--- src/hw/cbbr_pkg.sv ---
// Shared constants and carrier types for the card bridge control registers.
package cbbr_pkg;

  // Byte offsets in configuration space.
  localparam logic [7:0] INT_PIN_OFFSET = 8'h3d;
  localparam logic [7:0] BRIDGE_CTRL_OFFSET = 8'h3e;
  localparam logic [7:0] SUBSYS_VENDOR_OFFSET = 8'h40;
  localparam logic [7:0] SUBSYS_ID_OFFSET = 8'h42;

  // Fixed and reset values.
  localparam logic [7:0] INT_PIN_VALUE = 8'h01;
  localparam logic [15:0] BRIDGE_CTRL_RESET = 16'h0340;
  localparam logic [15:0] BRIDGE_CTRL_WRITABLE = 16'h07ef;

  // Bridge control field positions.
  localparam int WRITE_POST_BIT = 10;
  localparam int WINDOW1_PREFETCH_BIT = 9;
  localparam int WINDOW0_PREFETCH_BIT = 8;
  localparam int IRQ_ROUTE_BIT = 7;
  localparam int CARD_RESET_BIT = 6;
  localparam int MASTER_ABORT_BIT = 5;
  localparam int VIDEO_FWD_BIT = 3;
  localparam int IO_FILTER_BIT = 2;
  localparam int SYSERR_FWD_BIT = 1;
  localparam int PARITY_REPORT_BIT = 0;

  // Legacy video windows.
  localparam logic [31:0] VIDEO_MEM_LOW = 32'h000a_0000;
  localparam logic [31:0] VIDEO_MEM_HIGH = 32'h000b_ffff;
  localparam logic [31:0] VIDEO_IO_A_LOW = 32'h0000_03b0;
  localparam logic [31:0] VIDEO_IO_A_HIGH = 32'h0000_03bb;
  localparam logic [31:0] VIDEO_IO_B_LOW = 32'h0000_03c0;
  localparam logic [31:0] VIDEO_IO_B_HIGH = 32'h0000_03df;

  // Legacy I/O filter: in each 1K block of the first 64K only the lowest 256 bytes pass.
  localparam int ISA_RANGE_BITS = 16;

  // One configuration access from the host.
  typedef struct packed {
    logic write;
    logic read;
    logic [5:0] dwordAddr;
    logic [3:0] byteEn;
    logic [31:0] writeData;
  } cbbr_cfg_req_type;

  // One transaction offered for forwarding to the card.
  typedef struct packed {
    logic valid;
    logic isIo;
    logic inWindow;
    logic [31:0] addr;
  } cbbr_fwd_req_type;

endpackage : cbbr_pkg

--- src/hw/cbbr_regs.sv ---
// Card bridge configuration registers and the socket controls they steer.
`timescale 1ns/1ns
// How it works
// - Interrupt pin reads fixed 01h, unwritable.
// - Control bits 15-11 and 4 read zero.
// - Bit 10 enables burst write posting.
// - Bit 9 window 1 prefetchable, resets 1.
// - Bit 8 window 0 prefetchable, resets 1.
// - Bit 7 routes card interrupts: PCI/legacy.
// - Bit 6 asserts card reset, resets 1.
// - Bus reset input also asserts card reset.
// - Bus reset leaves card reset bit alone only while events enabled.
// - Context bit (card reset only): bus reset restores reset value 1 unless events enabled.
// - Bit 5 reports card master abort.
// - Bit 3 forwards legacy video addresses.
// - Bit 2 filters upper 768 bytes per 1K.
// - Bit 1 forwards card system error.
// - Bit 0 reports card parity errors.
// - Vendor ident writable only while unlock bit 0.
// - Subsystem ident writable only while unlock bit 0.
// - Identity registers reset by global reset only.
// - Identity registers load from EEPROM after reset.
module cbbr_regs #(
  // Arbitrary reset values for the identity registers.
  parameter logic [15:0] SUBSYS_VENDOR_RESET = 16'h5a5a,
  parameter logic [15:0] SUBSYS_ID_RESET = 16'ha5a5
) (
  // Clock and reset
  input wire logic clk,
  input wire logic rst_n,
  // Device resets and power management
  input wire logic globalResetIn_n,
  input wire logic pciBusResetIn_n,
  input wire logic powerMgmtEventEnable,
  // Configuration access
  input wire cbbr_pkg::cbbr_cfg_req_type cfgReq,
  output logic cfgReadValid,
  output logic [31:0] cfgReadData,
  // System control mirror and EEPROM load
  input wire logic subsystemIdWriteUnlock,
  input wire logic eepromLoadValid,
  input wire logic [15:0] eepromSubsysVendor,
  input wire logic [15:0] eepromSubsysId,
  // Window and posting controls
  output logic writePostingEnable,
  output logic memWindow1Prefetchable,
  output logic memWindow0Prefetchable,
  // Card reset
  output logic cardResetOut_n,
  // Card interrupt routing
  input wire logic cardFuncIrq,
  output logic pciIntAReq,
  output logic legacyIrqReq,
  // Card error handling
  input wire logic cardMasterAbort,
  input wire logic sysErrEnable,
  input wire logic cardSysErr_n,
  input wire logic cardParityErrDetected,
  output logic pciTargetAbort,
  output logic pciSysErrReq,
  output logic cardParityErrOut_n,
  // Forwarding decision
  input wire cbbr_pkg::cbbr_fwd_req_type fwdReq,
  output logic fwdDecisionValid,
  output logic fwdToCard
);

  logic [15:0] bridgeCtrl_reg;
  logic [15:0] bridgeCtrl_next;
  logic cardResetBit_reg;
  logic cardResetBit_next;
  logic [15:0] subsysVendor_reg;
  logic [15:0] subsysVendor_next;
  logic [15:0] subsysId_reg;
  logic [15:0] subsysId_next;
  logic [15:0] bridgeCtrlView;
  logic globalReset;
  logic pciReset;
  logic [31:0] readWord;
  logic abortReported;
  logic cardSysErrForwarded;
  logic parityReported;
  logic irqToLegacy;

  // The read path packs two registers into each dword; refuse offsets that would break that pairing.
  if (cbbr_pkg::INT_PIN_OFFSET[7:2] != cbbr_pkg::BRIDGE_CTRL_OFFSET[7:2] ||
      cbbr_pkg::INT_PIN_OFFSET[1:0] != 2'h1 ||
      cbbr_pkg::BRIDGE_CTRL_OFFSET[1:0] != 2'h2) begin : g_bad_ctrl_pair
    $error("cbbr_regs: interrupt pin and bridge control must share one dword.");
  end
  if (cbbr_pkg::SUBSYS_VENDOR_OFFSET[7:2] != cbbr_pkg::SUBSYS_ID_OFFSET[7:2] ||
      cbbr_pkg::SUBSYS_VENDOR_OFFSET[1:0] != 2'h0 ||
      cbbr_pkg::SUBSYS_ID_OFFSET[1:0] != 2'h2) begin : g_bad_ident_pair
    $error("cbbr_regs: identity registers must share one dword.");
  end

  // A control field on a masked position would read back stuck at zero and never act.
  localparam int FIELD_COUNT = 10;
  localparam int FIELD_BITS [FIELD_COUNT] = '{cbbr_pkg::WRITE_POST_BIT, cbbr_pkg::WINDOW1_PREFETCH_BIT,
    cbbr_pkg::WINDOW0_PREFETCH_BIT, cbbr_pkg::IRQ_ROUTE_BIT, cbbr_pkg::CARD_RESET_BIT, cbbr_pkg::MASTER_ABORT_BIT,
    cbbr_pkg::VIDEO_FWD_BIT, cbbr_pkg::IO_FILTER_BIT, cbbr_pkg::SYSERR_FWD_BIT, cbbr_pkg::PARITY_REPORT_BIT};
  for (genvar i = 0; i < FIELD_COUNT; i++) begin : g_field_check
    if (!cbbr_pkg::BRIDGE_CTRL_WRITABLE[FIELD_BITS[i]]) begin : g_bad_field
      $error("cbbr_regs: a control field sits on a reserved bit.");
    end
  end

  // A byte lane of the request lands on the given byte offset.
  function automatic logic laneHit(input cbbr_pkg::cbbr_cfg_req_type req, input logic [7:0] offset);
    laneHit = req.write && (req.dwordAddr == offset[7:2]) && req.byteEn[offset[1:0]];
  endfunction : laneHit

  // The byte of the write data that goes to the given byte offset.
  function automatic logic [7:0] laneData(input cbbr_pkg::cbbr_cfg_req_type req, input logic [7:0] offset);
    laneData = req.writeData[8*offset[1:0] +: 8];
  endfunction : laneData

  assign globalReset = !rst_n || !globalResetIn_n;
  assign pciReset = !pciBusResetIn_n;

  // Bridge control without the card reset bit, which keeps its own reset scheme.
  always_comb begin
    bridgeCtrl_next = bridgeCtrl_reg;
    if (laneHit(cfgReq, cbbr_pkg::BRIDGE_CTRL_OFFSET)) begin
      bridgeCtrl_next[7:0] = laneData(cfgReq, cbbr_pkg::BRIDGE_CTRL_OFFSET);
    end
    if (laneHit(cfgReq, cbbr_pkg::BRIDGE_CTRL_OFFSET + 8'h01)) begin
      bridgeCtrl_next[15:8] = laneData(cfgReq, cbbr_pkg::BRIDGE_CTRL_OFFSET + 8'h01);
    end
    // Reserved positions stay zero whatever is written.
    bridgeCtrl_next = bridgeCtrl_next & cbbr_pkg::BRIDGE_CTRL_WRITABLE;
  end

  always_ff @(posedge clk) begin
    if (globalReset || pciReset) begin
      bridgeCtrl_reg <= cbbr_pkg::BRIDGE_CTRL_RESET & cbbr_pkg::BRIDGE_CTRL_WRITABLE;
    end else begin
      bridgeCtrl_reg <= bridgeCtrl_next;
    end
  end

  always_comb begin
    cardResetBit_next = cardResetBit_reg;
    if (laneHit(cfgReq, cbbr_pkg::BRIDGE_CTRL_OFFSET)) begin
      cardResetBit_next = cfgReq.writeData[8 * cbbr_pkg::BRIDGE_CTRL_OFFSET[1:0] + cbbr_pkg::CARD_RESET_BIT];
    end
  end

  // The card reset bit is power-management context: with events enabled only the
  // global reset returns it, so a bus reset cannot drop a card it is holding.
  always_ff @(posedge clk) begin
    if (globalReset || (pciReset && !powerMgmtEventEnable)) begin
      cardResetBit_reg <= cbbr_pkg::BRIDGE_CTRL_RESET[cbbr_pkg::CARD_RESET_BIT];
    end else begin
      cardResetBit_reg <= cardResetBit_next;
    end
  end

  // Identity registers: an EEPROM load outranks a host write in the same cycle.
  always_comb begin
    subsysVendor_next = subsysVendor_reg;
    subsysId_next = subsysId_reg;
    if (eepromLoadValid) begin
      subsysVendor_next = eepromSubsysVendor;
      subsysId_next = eepromSubsysId;
    end else if (!subsystemIdWriteUnlock) begin
      if (laneHit(cfgReq, cbbr_pkg::SUBSYS_VENDOR_OFFSET)) begin
        subsysVendor_next[7:0] = laneData(cfgReq, cbbr_pkg::SUBSYS_VENDOR_OFFSET);
      end
      if (laneHit(cfgReq, cbbr_pkg::SUBSYS_VENDOR_OFFSET + 8'h01)) begin
        subsysVendor_next[15:8] = laneData(cfgReq, cbbr_pkg::SUBSYS_VENDOR_OFFSET + 8'h01);
      end
      if (laneHit(cfgReq, cbbr_pkg::SUBSYS_ID_OFFSET)) begin
        subsysId_next[7:0] = laneData(cfgReq, cbbr_pkg::SUBSYS_ID_OFFSET);
      end
      if (laneHit(cfgReq, cbbr_pkg::SUBSYS_ID_OFFSET + 8'h01)) begin
        subsysId_next[15:8] = laneData(cfgReq, cbbr_pkg::SUBSYS_ID_OFFSET + 8'h01);
      end
    end
  end

  always_ff @(posedge clk) begin
    if (globalReset) begin
      subsysVendor_reg <= SUBSYS_VENDOR_RESET;
      subsysId_reg <= SUBSYS_ID_RESET;
    end else begin
      subsysVendor_reg <= subsysVendor_next;
      subsysId_reg <= subsysId_next;
    end
  end

  // Read path.
  always_comb begin
    bridgeCtrlView = bridgeCtrl_reg;
    bridgeCtrlView[cbbr_pkg::CARD_RESET_BIT] = cardResetBit_reg;
    readWord = 32'h0000_0000;
    if (cfgReq.dwordAddr == cbbr_pkg::INT_PIN_OFFSET[7:2]) begin
      readWord[8*cbbr_pkg::INT_PIN_OFFSET[1:0] +: 8] = cbbr_pkg::INT_PIN_VALUE;
      readWord[8*cbbr_pkg::BRIDGE_CTRL_OFFSET[1:0] +: 16] = bridgeCtrlView;
    end else if (cfgReq.dwordAddr == cbbr_pkg::SUBSYS_VENDOR_OFFSET[7:2]) begin
      readWord[8*cbbr_pkg::SUBSYS_VENDOR_OFFSET[1:0] +: 16] = subsysVendor_reg;
      readWord[8*cbbr_pkg::SUBSYS_ID_OFFSET[1:0] +: 16] = subsysId_reg;
    end
  end

  always_ff @(posedge clk) begin
    if (!rst_n) begin
      cfgReadValid <= 1'b0;
      cfgReadData <= 32'h0000_0000;
    end else begin
      cfgReadValid <= cfgReq.read;
      if (cfgReq.read) begin
        cfgReadData <= readWord;
      end
    end
  end

  // Write posting toward the socket datapath.
  always_ff @(posedge clk) begin
    if (!rst_n) begin
      writePostingEnable <= cbbr_pkg::BRIDGE_CTRL_RESET[cbbr_pkg::WRITE_POST_BIT];
    end else begin
      writePostingEnable <= bridgeCtrl_reg[cbbr_pkg::WRITE_POST_BIT];
    end
  end

  // Window types; both windows start prefetchable.
  always_ff @(posedge clk) begin
    if (!rst_n) begin
      memWindow1Prefetchable <= cbbr_pkg::BRIDGE_CTRL_RESET[cbbr_pkg::WINDOW1_PREFETCH_BIT];
      memWindow0Prefetchable <= cbbr_pkg::BRIDGE_CTRL_RESET[cbbr_pkg::WINDOW0_PREFETCH_BIT];
    end else begin
      memWindow1Prefetchable <= bridgeCtrl_reg[cbbr_pkg::WINDOW1_PREFETCH_BIT];
      memWindow0Prefetchable <= bridgeCtrl_reg[cbbr_pkg::WINDOW0_PREFETCH_BIT];
    end
  end

  // Card reset follows one cycle behind its causes.
  always_ff @(posedge clk) begin
    if (!rst_n) begin
      cardResetOut_n <= 1'b0;
    end else begin
      cardResetOut_n <= !(cardResetBit_reg || pciReset);
    end
  end

  // Card functional interrupt goes to exactly one destination.
  assign irqToLegacy = bridgeCtrl_reg[cbbr_pkg::IRQ_ROUTE_BIT];
  always_ff @(posedge clk) begin
    if (!rst_n) begin
      pciIntAReq <= 1'b0;
      legacyIrqReq <= 1'b0;
    end else begin
      pciIntAReq <= cardFuncIrq && !irqToLegacy;
      legacyIrqReq <= cardFuncIrq && irqToLegacy;
    end
  end

  // Decoded error terms; the abort report feeds both target abort and system error.
  assign abortReported = cardMasterAbort && bridgeCtrl_reg[cbbr_pkg::MASTER_ABORT_BIT];
  assign cardSysErrForwarded = !cardSysErr_n && bridgeCtrl_reg[cbbr_pkg::SYSERR_FWD_BIT];
  assign parityReported = cardParityErrDetected && bridgeCtrl_reg[cbbr_pkg::PARITY_REPORT_BIT];

  // Target abort toward the host.
  always_ff @(posedge clk) begin
    if (!rst_n) begin
      pciTargetAbort <= 1'b0;
    end else begin
      pciTargetAbort <= abortReported;
    end
  end

  // System error merges abort reports with forwarded card errors.
  always_ff @(posedge clk) begin
    if (!rst_n) begin
      pciSysErrReq <= 1'b0;
    end else begin
      pciSysErrReq <= (abortReported && sysErrEnable) || cardSysErrForwarded;
    end
  end

  // Parity report toward the card side.
  always_ff @(posedge clk) begin
    if (!rst_n) begin
      cardParityErrOut_n <= 1'b1;
    end else begin
      cardParityErrOut_n <= !parityReported;
    end
  end

  cbbr_fwd_decode #(
    .RANGE_BITS(cbbr_pkg::ISA_RANGE_BITS)
  ) u_fwd_decode (
    .clk(clk),
    .rst_n(rst_n),
    .videoForwardEnable(bridgeCtrl_reg[cbbr_pkg::VIDEO_FWD_BIT]),
    .ioFilterEnable(bridgeCtrl_reg[cbbr_pkg::IO_FILTER_BIT]),
    .fwdReq(fwdReq),
    .fwdDecisionValid(fwdDecisionValid),
    .fwdToCard(fwdToCard)
  );

endmodule : cbbr_regs

--- src/hw/cbbr_fwd_decode.sv ---
// Forwarding decision for legacy video and legacy I/O filtering.
`timescale 1ns/1ns
module cbbr_fwd_decode #(
  parameter int RANGE_BITS = cbbr_pkg::ISA_RANGE_BITS
) (
  // Clock and reset
  input wire logic clk,
  input wire logic rst_n,
  // Control
  input wire logic videoForwardEnable,
  input wire logic ioFilterEnable,
  // Request
  input wire cbbr_pkg::cbbr_fwd_req_type fwdReq,
  // Decision
  output logic fwdDecisionValid,
  output logic fwdToCard
);

  if (RANGE_BITS < 10 || RANGE_BITS > 31) begin : g_bad_range
    $error("cbbr_fwd_decode: RANGE_BITS must be 10 to 31.");
  end

  function automatic logic inRange(input logic [31:0] a, input logic [31:0] lo, input logic [31:0] hi);
    inRange = (a >= lo) && (a <= hi);
  endfunction : inRange

  logic videoHit;
  logic isaBlocked;
  logic decision;

  always_comb begin
    videoHit = fwdReq.isIo ?
      (inRange(fwdReq.addr, cbbr_pkg::VIDEO_IO_A_LOW, cbbr_pkg::VIDEO_IO_A_HIGH) ||
       inRange(fwdReq.addr, cbbr_pkg::VIDEO_IO_B_LOW, cbbr_pkg::VIDEO_IO_B_HIGH)) :
      inRange(fwdReq.addr, cbbr_pkg::VIDEO_MEM_LOW, cbbr_pkg::VIDEO_MEM_HIGH);
    // Upper 768 bytes of every 1K block below the range limit are held back.
    isaBlocked = ioFilterEnable && fwdReq.isIo && (fwdReq.addr[31:RANGE_BITS] == '0) &&
                 (fwdReq.addr[9:8] != 2'h0);
    decision = (fwdReq.inWindow && !isaBlocked) || (videoForwardEnable && videoHit);
  end

  always_ff @(posedge clk) begin
    if (!rst_n) begin
      fwdDecisionValid <= 1'b0;
      fwdToCard <= 1'b0;
    end else begin
      fwdDecisionValid <= fwdReq.valid;
      fwdToCard <= fwdReq.valid && decision;
    end
  end

endmodule : cbbr_fwd_decode

--- config.mk ---
export PLATFORM = sky130hd
export DESIGN_NAME = cbbr_regs
export DESIGN_NICKNAME = d
export VERILOG_FILES = /design/src/hw/cbbr_pkg.sv /design/src/hw/cbbr_regs.sv /design/src/hw/cbbr_fwd_decode.sv
export SDC_FILE = /design/constraint.sdc
export NUM_CORES = 1
export LEC_CHECK = 0
export BUFFER_PORTS_ARGS = -buffer_cell sky130_fd_sc_hd__buf_4
export CORE_ASPECT_RATIO = 0.7
export CORE_MARGIN = 5
export CORE_UTILIZATION = 43
export DETAILED_ROUTE_END_ITERATION = 12
export GPL_ROUTABILITY_DRIVEN = 1
export GPL_TIMING_DRIVEN = 0
export PLACE_DENSITY_LB_ADDON = 0.2
export SETUP_SLACK_MARGIN = 0.1
export SYNTH_ARGS = -nofsm -noshare
export SYNTH_HDL_FRONTEND = slang
export SYNTH_SLANG_ARGS = --single-unit
--- constraint.sdc ---
create_clock -name clk -period 1.4 [get_ports clk]
set_input_delay 0.14 -clock clk [delete_from_list [all_inputs] [get_ports clk]]
set_output_delay 0.14 -clock clk [all_outputs]
set_load 0.02 [all_outputs]
# After elaboration in Yosys (flattened, before gate mapping)
# Cells that the tools add are included.
# Widths: inputs -> output; s select.
[totals]
reg_bits = 93
elab_cells = 92
input_bits = 123
[op_classes]
reduce_logical = 50
muxes = 12
eq_ne = 3
magnitude_cmp = 6
[op_table]
columns = ["cell", "n"]
rows = [
  ["$ge 32x10->1 const B", 2],
  ["$le 32x10->1 const B", 2],
  ["$mux 16", 4],
  ["$mux 8", 5],
  ["$ge 32x20->1 const B", 1],
  ["$le 32x20->1 const B", 1],
  ["$mux 32", 1],
  ["$logic_and 1x1->1", 24],
  ["$mux 24", 1],
  ["$logic_not 16->1", 1],
  ["$reduce_bool 2->1", 5],
  ["$logic_not 1->1", 9],
  ["$reduce_and 2->1", 4],
  ["$logic_or 1x1->1", 7],
  ["$eq 6x4->1 const B", 1],
  ["$eq 6x5->1 const B", 1],
  ["$ne 2x1->1 const B", 1],
  ["$mux 1", 1],
]

# Longest topological paths before layout
[logic_depth]
depth_word = 7
mapped_depth = 6

# Hierarchy
# From an unflattened synthesis, not the netlist that was laid out.
[unflattened]
hier_cells = 454
hier_area_um2 = 3952.5
[by_module_without_submodules]
columns = ["mod", "cells_each", "area_per_inst_um2", "n_inst"]
rows = [
  ["cbbr_regs", 429, 3772.4, 1],
  ["cbbr_fwd_decode", 25, 180.2, 1],
]

# Worst setup path before layout
# No wires, ideal clock.
[synth_timing]
path_kind = "input-to-reg"
from = "in eepromLoadValid"
to = "reg subsysVendor_reg[12]"
path_buffers = 2
setup_slack_ns = 0.028
arrival_ns = 1.242
setup_ns = 0.130
path_stages = 5
path_cell_list = "buf_2 clkbuf_1 mux2_2 mux2i_1 nand2_1"
[synth_via]
elab_chain_len = 2
[synth_lines]
columns = ["element", "line", "text"]
rows = [
  ["from (decl)", "cbbr_regs.sv:41", "input wire logic eepromLoadValid,"],
  ["$ne 2x1->1 (no source line) or $reduce_bool 2->1 (tied branches)", "n/a", ""],
  ["$reduce_and 2->1 (no source line)", "n/a", ""],
  ["to (signal assigned)", "cbbr_regs.sv:187", "subsysVendor_reg <= subsysVendor_next;"],
  ["to (decl)", "cbbr_regs.sv:72", "logic [15:0] subsysVendor_reg;"],
]
# Several ways; a longest one is shown, not always the timed one.
# A chain may end at the register's enable or synchronous reset.

# Worst setup path in the final report
[layout_timing]
from = "in cfgReq[38] in the netlist's numbering"
to = "reg subsysId_reg[3]"
[layout_via]
elab_chain_len = 5
[layout_lines]
columns = ["element", "line", "text"]
rows = [
  ["from (decl)", "cbbr_regs.sv:36", "input wire cbbr_pkg::cbbr_cfg_req_type cfgReq,"],
  ["$eq 6x5->1", "cbbr_regs.sv:110", "laneHit = req.write && (req.dwordAddr == offset[7:2]) && req.byteEn[offset[1:0]];"],
  ["$logic_and 1x1->1 (2 in a row)", "cbbr_regs.sv:110", ""],
  ["$reduce_bool 2->1 (no source line)", "n/a", ""],
  ["$reduce_and 2->1 (no source line)", "n/a", ""],
  ["to (signal assigned)", "cbbr_regs.sv:188", "subsysId_reg <= subsysId_next;"],
  ["to (decl)", "cbbr_regs.sv:74", "logic [15:0] subsysId_reg;"],
]
# Every way passes these cells.

==> flow_metrics.py <==
metrics = {
    "critical_path": {
        "crit_top_cell": "buf_4",
        "path_cells": "buf_4 > nor4_4 > and3_4 > buf_4 > mux2i_1 > a21oi_1",
        "worstReg2RegStart": "bridgeCtrl_reg[5]$_SDFFE_PP0P_",
        "required_ps": 1590,
        "reg2reg_depth": 3,
        "worst_path_largest_cell_delay_ps": 430,
        "path_max_fanout": 10,
        "critPathKind": "in2reg",
        "crit_slowest_cell": "nor4_4",
        "worstReg2RegEnd": "pciSysErrReq$_SDFF_PN0_",
        "critPathLaunch": "cfgReq[38]",
        "endpoint_kind": "flop",
        "arrival_ps": 1500,
        "start_kind": "input port",
        "reg2reg_slack_ps": 120,
    },
    "layout": {
        "largest_reg_flops": 32,
        "syn_to_final_growth_pct": 46.3,
        "stdcell_area_mm2": 0.00550,
        "final_cell_mix": "buf_4, dfxtp_1, mux2i_1",
        "drive_gt1_share_pct": 40.7,
        "n_antenna_cell": 0,
        "nets": 683,
        "nFillCells": 723,
        "final_common_cell": "buf_4",
    },
    "sta": {
        "clock_skew_ps": 4.06,
        "min_period_ps": 1310,
        "setup_viol": 0,
        "whs_ps": 6.53,
        "final.period_utilization_pct": 93.4,
        "max_freq_mhz": 764,
        "slew_headroom_pct": 49.1,
        "fin_tns_setup_ps": 0,
        "hold_viol_final": 0,
        "worstMarginPinSlew_ps": 761,
        "grt_setup_unrepaired": "true",
        "drv_slew": 0,
    },
    "power": {
        "ir_worst_vdd_uv": 651,
        "p_per_area_mw_per_mm2": 1050,
        "leakagePower_uw": 0.00226,
    },
    "clock_network": {
        "cts.sinks": 86,
        "path_clk_slew_ps": 60,
        "h-tree-depth": 3,
        "root_buffer": "clkbuf_16",
        "cts_max_path_buffers": 2,
        "cts_tree": "yes",
        "clk_latency_ps": 330,
        "cts_setup_buffers": 0,
        "numCtsBuffers": 9,
    },
    "global_routing": {
        "grt.overflow.total": 0,
        "grt_pass1_vias": 3655,
        "antenna_found_initial": 0,
        "grt_max_degree": 16,
        "grt_pass1_wl_um": 18700,
        "grt_usage_pct": 22.3,
    },
    "route": {
        "drc": 0,
        "vias": 3500,
        "drtIter0Drc": 196,
        "antenna_left": 0,
        "routed_wl_um": 11800,
        "viasPerCell": 5.11,
        "wl_per_cell_um": 17.2,
        "firstDrtPassIters": 4,
    },
    "synth": {
        "synth_area_mm2": 0.00376,
        "syn_avg_cell_area_um2": 9.76,
        "seq_area_frac_synth_pct": 45.8,
        "synth.net_count": 508,
        "synth.distinct_cells": 40,
        "ys.warnings.count": 0,
        "synth.area.top_cells": "dfxtp_1, mux2i_1, mux2_2",
        "synth_top_area_cell": "dfxtp_1",
        "synth_cells": 385,
        "yosys.area.top_type_share_pct": 45.8,
        "ys_ff_latch": 86,
    },
    "hold_path": {
        "hp-start": "powerMgmtEventEnable",
        "hold_depth": 2,
        "worst_hold_path.endpoint": "cardResetBit_reg$_SDFFE_PP1P_",
        "hold_path_class": "in2reg",
    },
    "placement": {
        "dpl.hpwl_um": 8970,
        "io_buffers": 162,
        "gp_congestion": 0.810,
        "place_area_mm2": 0.00513,
    },
    "outcome": {
        "status": "complete, no violations",
    },
    "floorplanning": {
        "io_pins": 167,
        "fp.dieW_um": 122,
        "num_rows": 28,
        "fp.dieH_um": 88.2,
        "start_util_pct": 44.3,
        "core_area_mm2": 0.00848,
        "die_area_mm2": 0.0107,
    },
    "job": {
        "maxCapViolCount": 0,
    },
}
[synthesized netlist by cell type, drive strengths merged]
cell type,n
a211oi,16
a21oi,27
a22oi,10
a31o,1
a31oi,6
and2,5
and3,3
and3b,4
buf,12
clkbuf,15
dfxtp,86
inv,2
mux2,16
mux2i,38
nand2,21
nand2b,23
nand3,25
nand4,1
nand4b,1
nand4bb,1
nor2,33
nor2b,2
nor3,12
nor3b,1
nor4,5
o211ai,2
o21ai,6
o2bb2ai,1
o311a,3
o311ai,2
or4,4
or4b,1
[per-stage QoR]
stage,worst slack (ps),total power [uW],std cells,util (%)
after global routing,44.4,5980,685,64.9
after global placement,-352,3280,667,60.6
final,91.9,5750,685,64.9
after CTS,106,5790,685,64.6
after detailed placement,-363,3300,667,60.6
after floorplan,127,2900,385,-
[cells by family after synthesis]
group                  count (synthesis)  synth area share, %
flip-flops                            86                 45.8
multiplexers                          54                 14.9
AO/OA/AOI/OAI                         74                 15.2
AND/OR/NAND/NOR                      142                 20.2
buffers and inverters                 29                 3.89
[final cells by class]
| cell class | count | area, um^2 | area share [%] |
|---|---|---|---|
| clock buffer | 11 | 253 | 4.60 |
| sequential | 86 | 1720 | 31.3 |
| tap | 120 | 150 | 2.73 |
| clock inverter | 5 | 66.3 | 1.21 |
| buffer | 27 | 141 | 2.57 |
| inverter | 2 | 7.51 | 0.137 |
| timing repair buffer | 164 | 1240 | 22.5 |
| multi-input combinational | 270 | 1920 | 34.9 |
[worst max-delay path: cells and delay by family]
kind / cells / cell delay [ps]
AO/OA/AOI/OAI: 1 / 90
multiplexers: 1 / 220
AND/OR/NAND/NOR: 2 / 720
buffers and inverters: 2 / 320
[how the worst max path moves through the flow]
stage                                                end  slack, ps  cells after the start
after detailed placement  bridgeCtrl_reg[8]$_SDFFE_PP1P_       -360                      5
after global placement    bridgeCtrl_reg[9]$_SDFFE_PP1P_       -350                      5
after floorplan           bridgeCtrl_reg[8]$_SDFFE_PP1P_        130                      4
after CTS                  subsysId_reg[15]$_SDFFE_PP1P_        110                      6
final                       subsysId_reg[3]$_SDFFE_PP0P_         90                      6
after global routing        subsysId_reg[3]$_SDFFE_PP0P_         40                      6
[metal layers]
| layer | vias to the layer above | global-route usage (%) | part of all wire (%) |
|---|---|---|---|
| met2 | 124 | 35.7 | 46 |
| met5 | - | 0 | 0 |
| met1 | 1631 | 31.0 | 46 |
| met4 | 0 | 5.39 | 0.52 |
| li1 | 1739 | - | - |
| met3 | 6 | 5.30 | 7.3 |
[repair_timing]
item | CTS | global route
setup endpoints to repair | 3 | 17
endpoints found under the hold margin | 1 | 0
pin swaps | 0 | 3
hold buffers | 2 | 0
resized for setup | 1 | 5
[report_power, final]
group / internal [uW] / switching, uW
Sequential: 2500 / 31.2
Clock: 1500 / 1000
Combinational: 388 / 329
(Power assumes the default switching activity.)
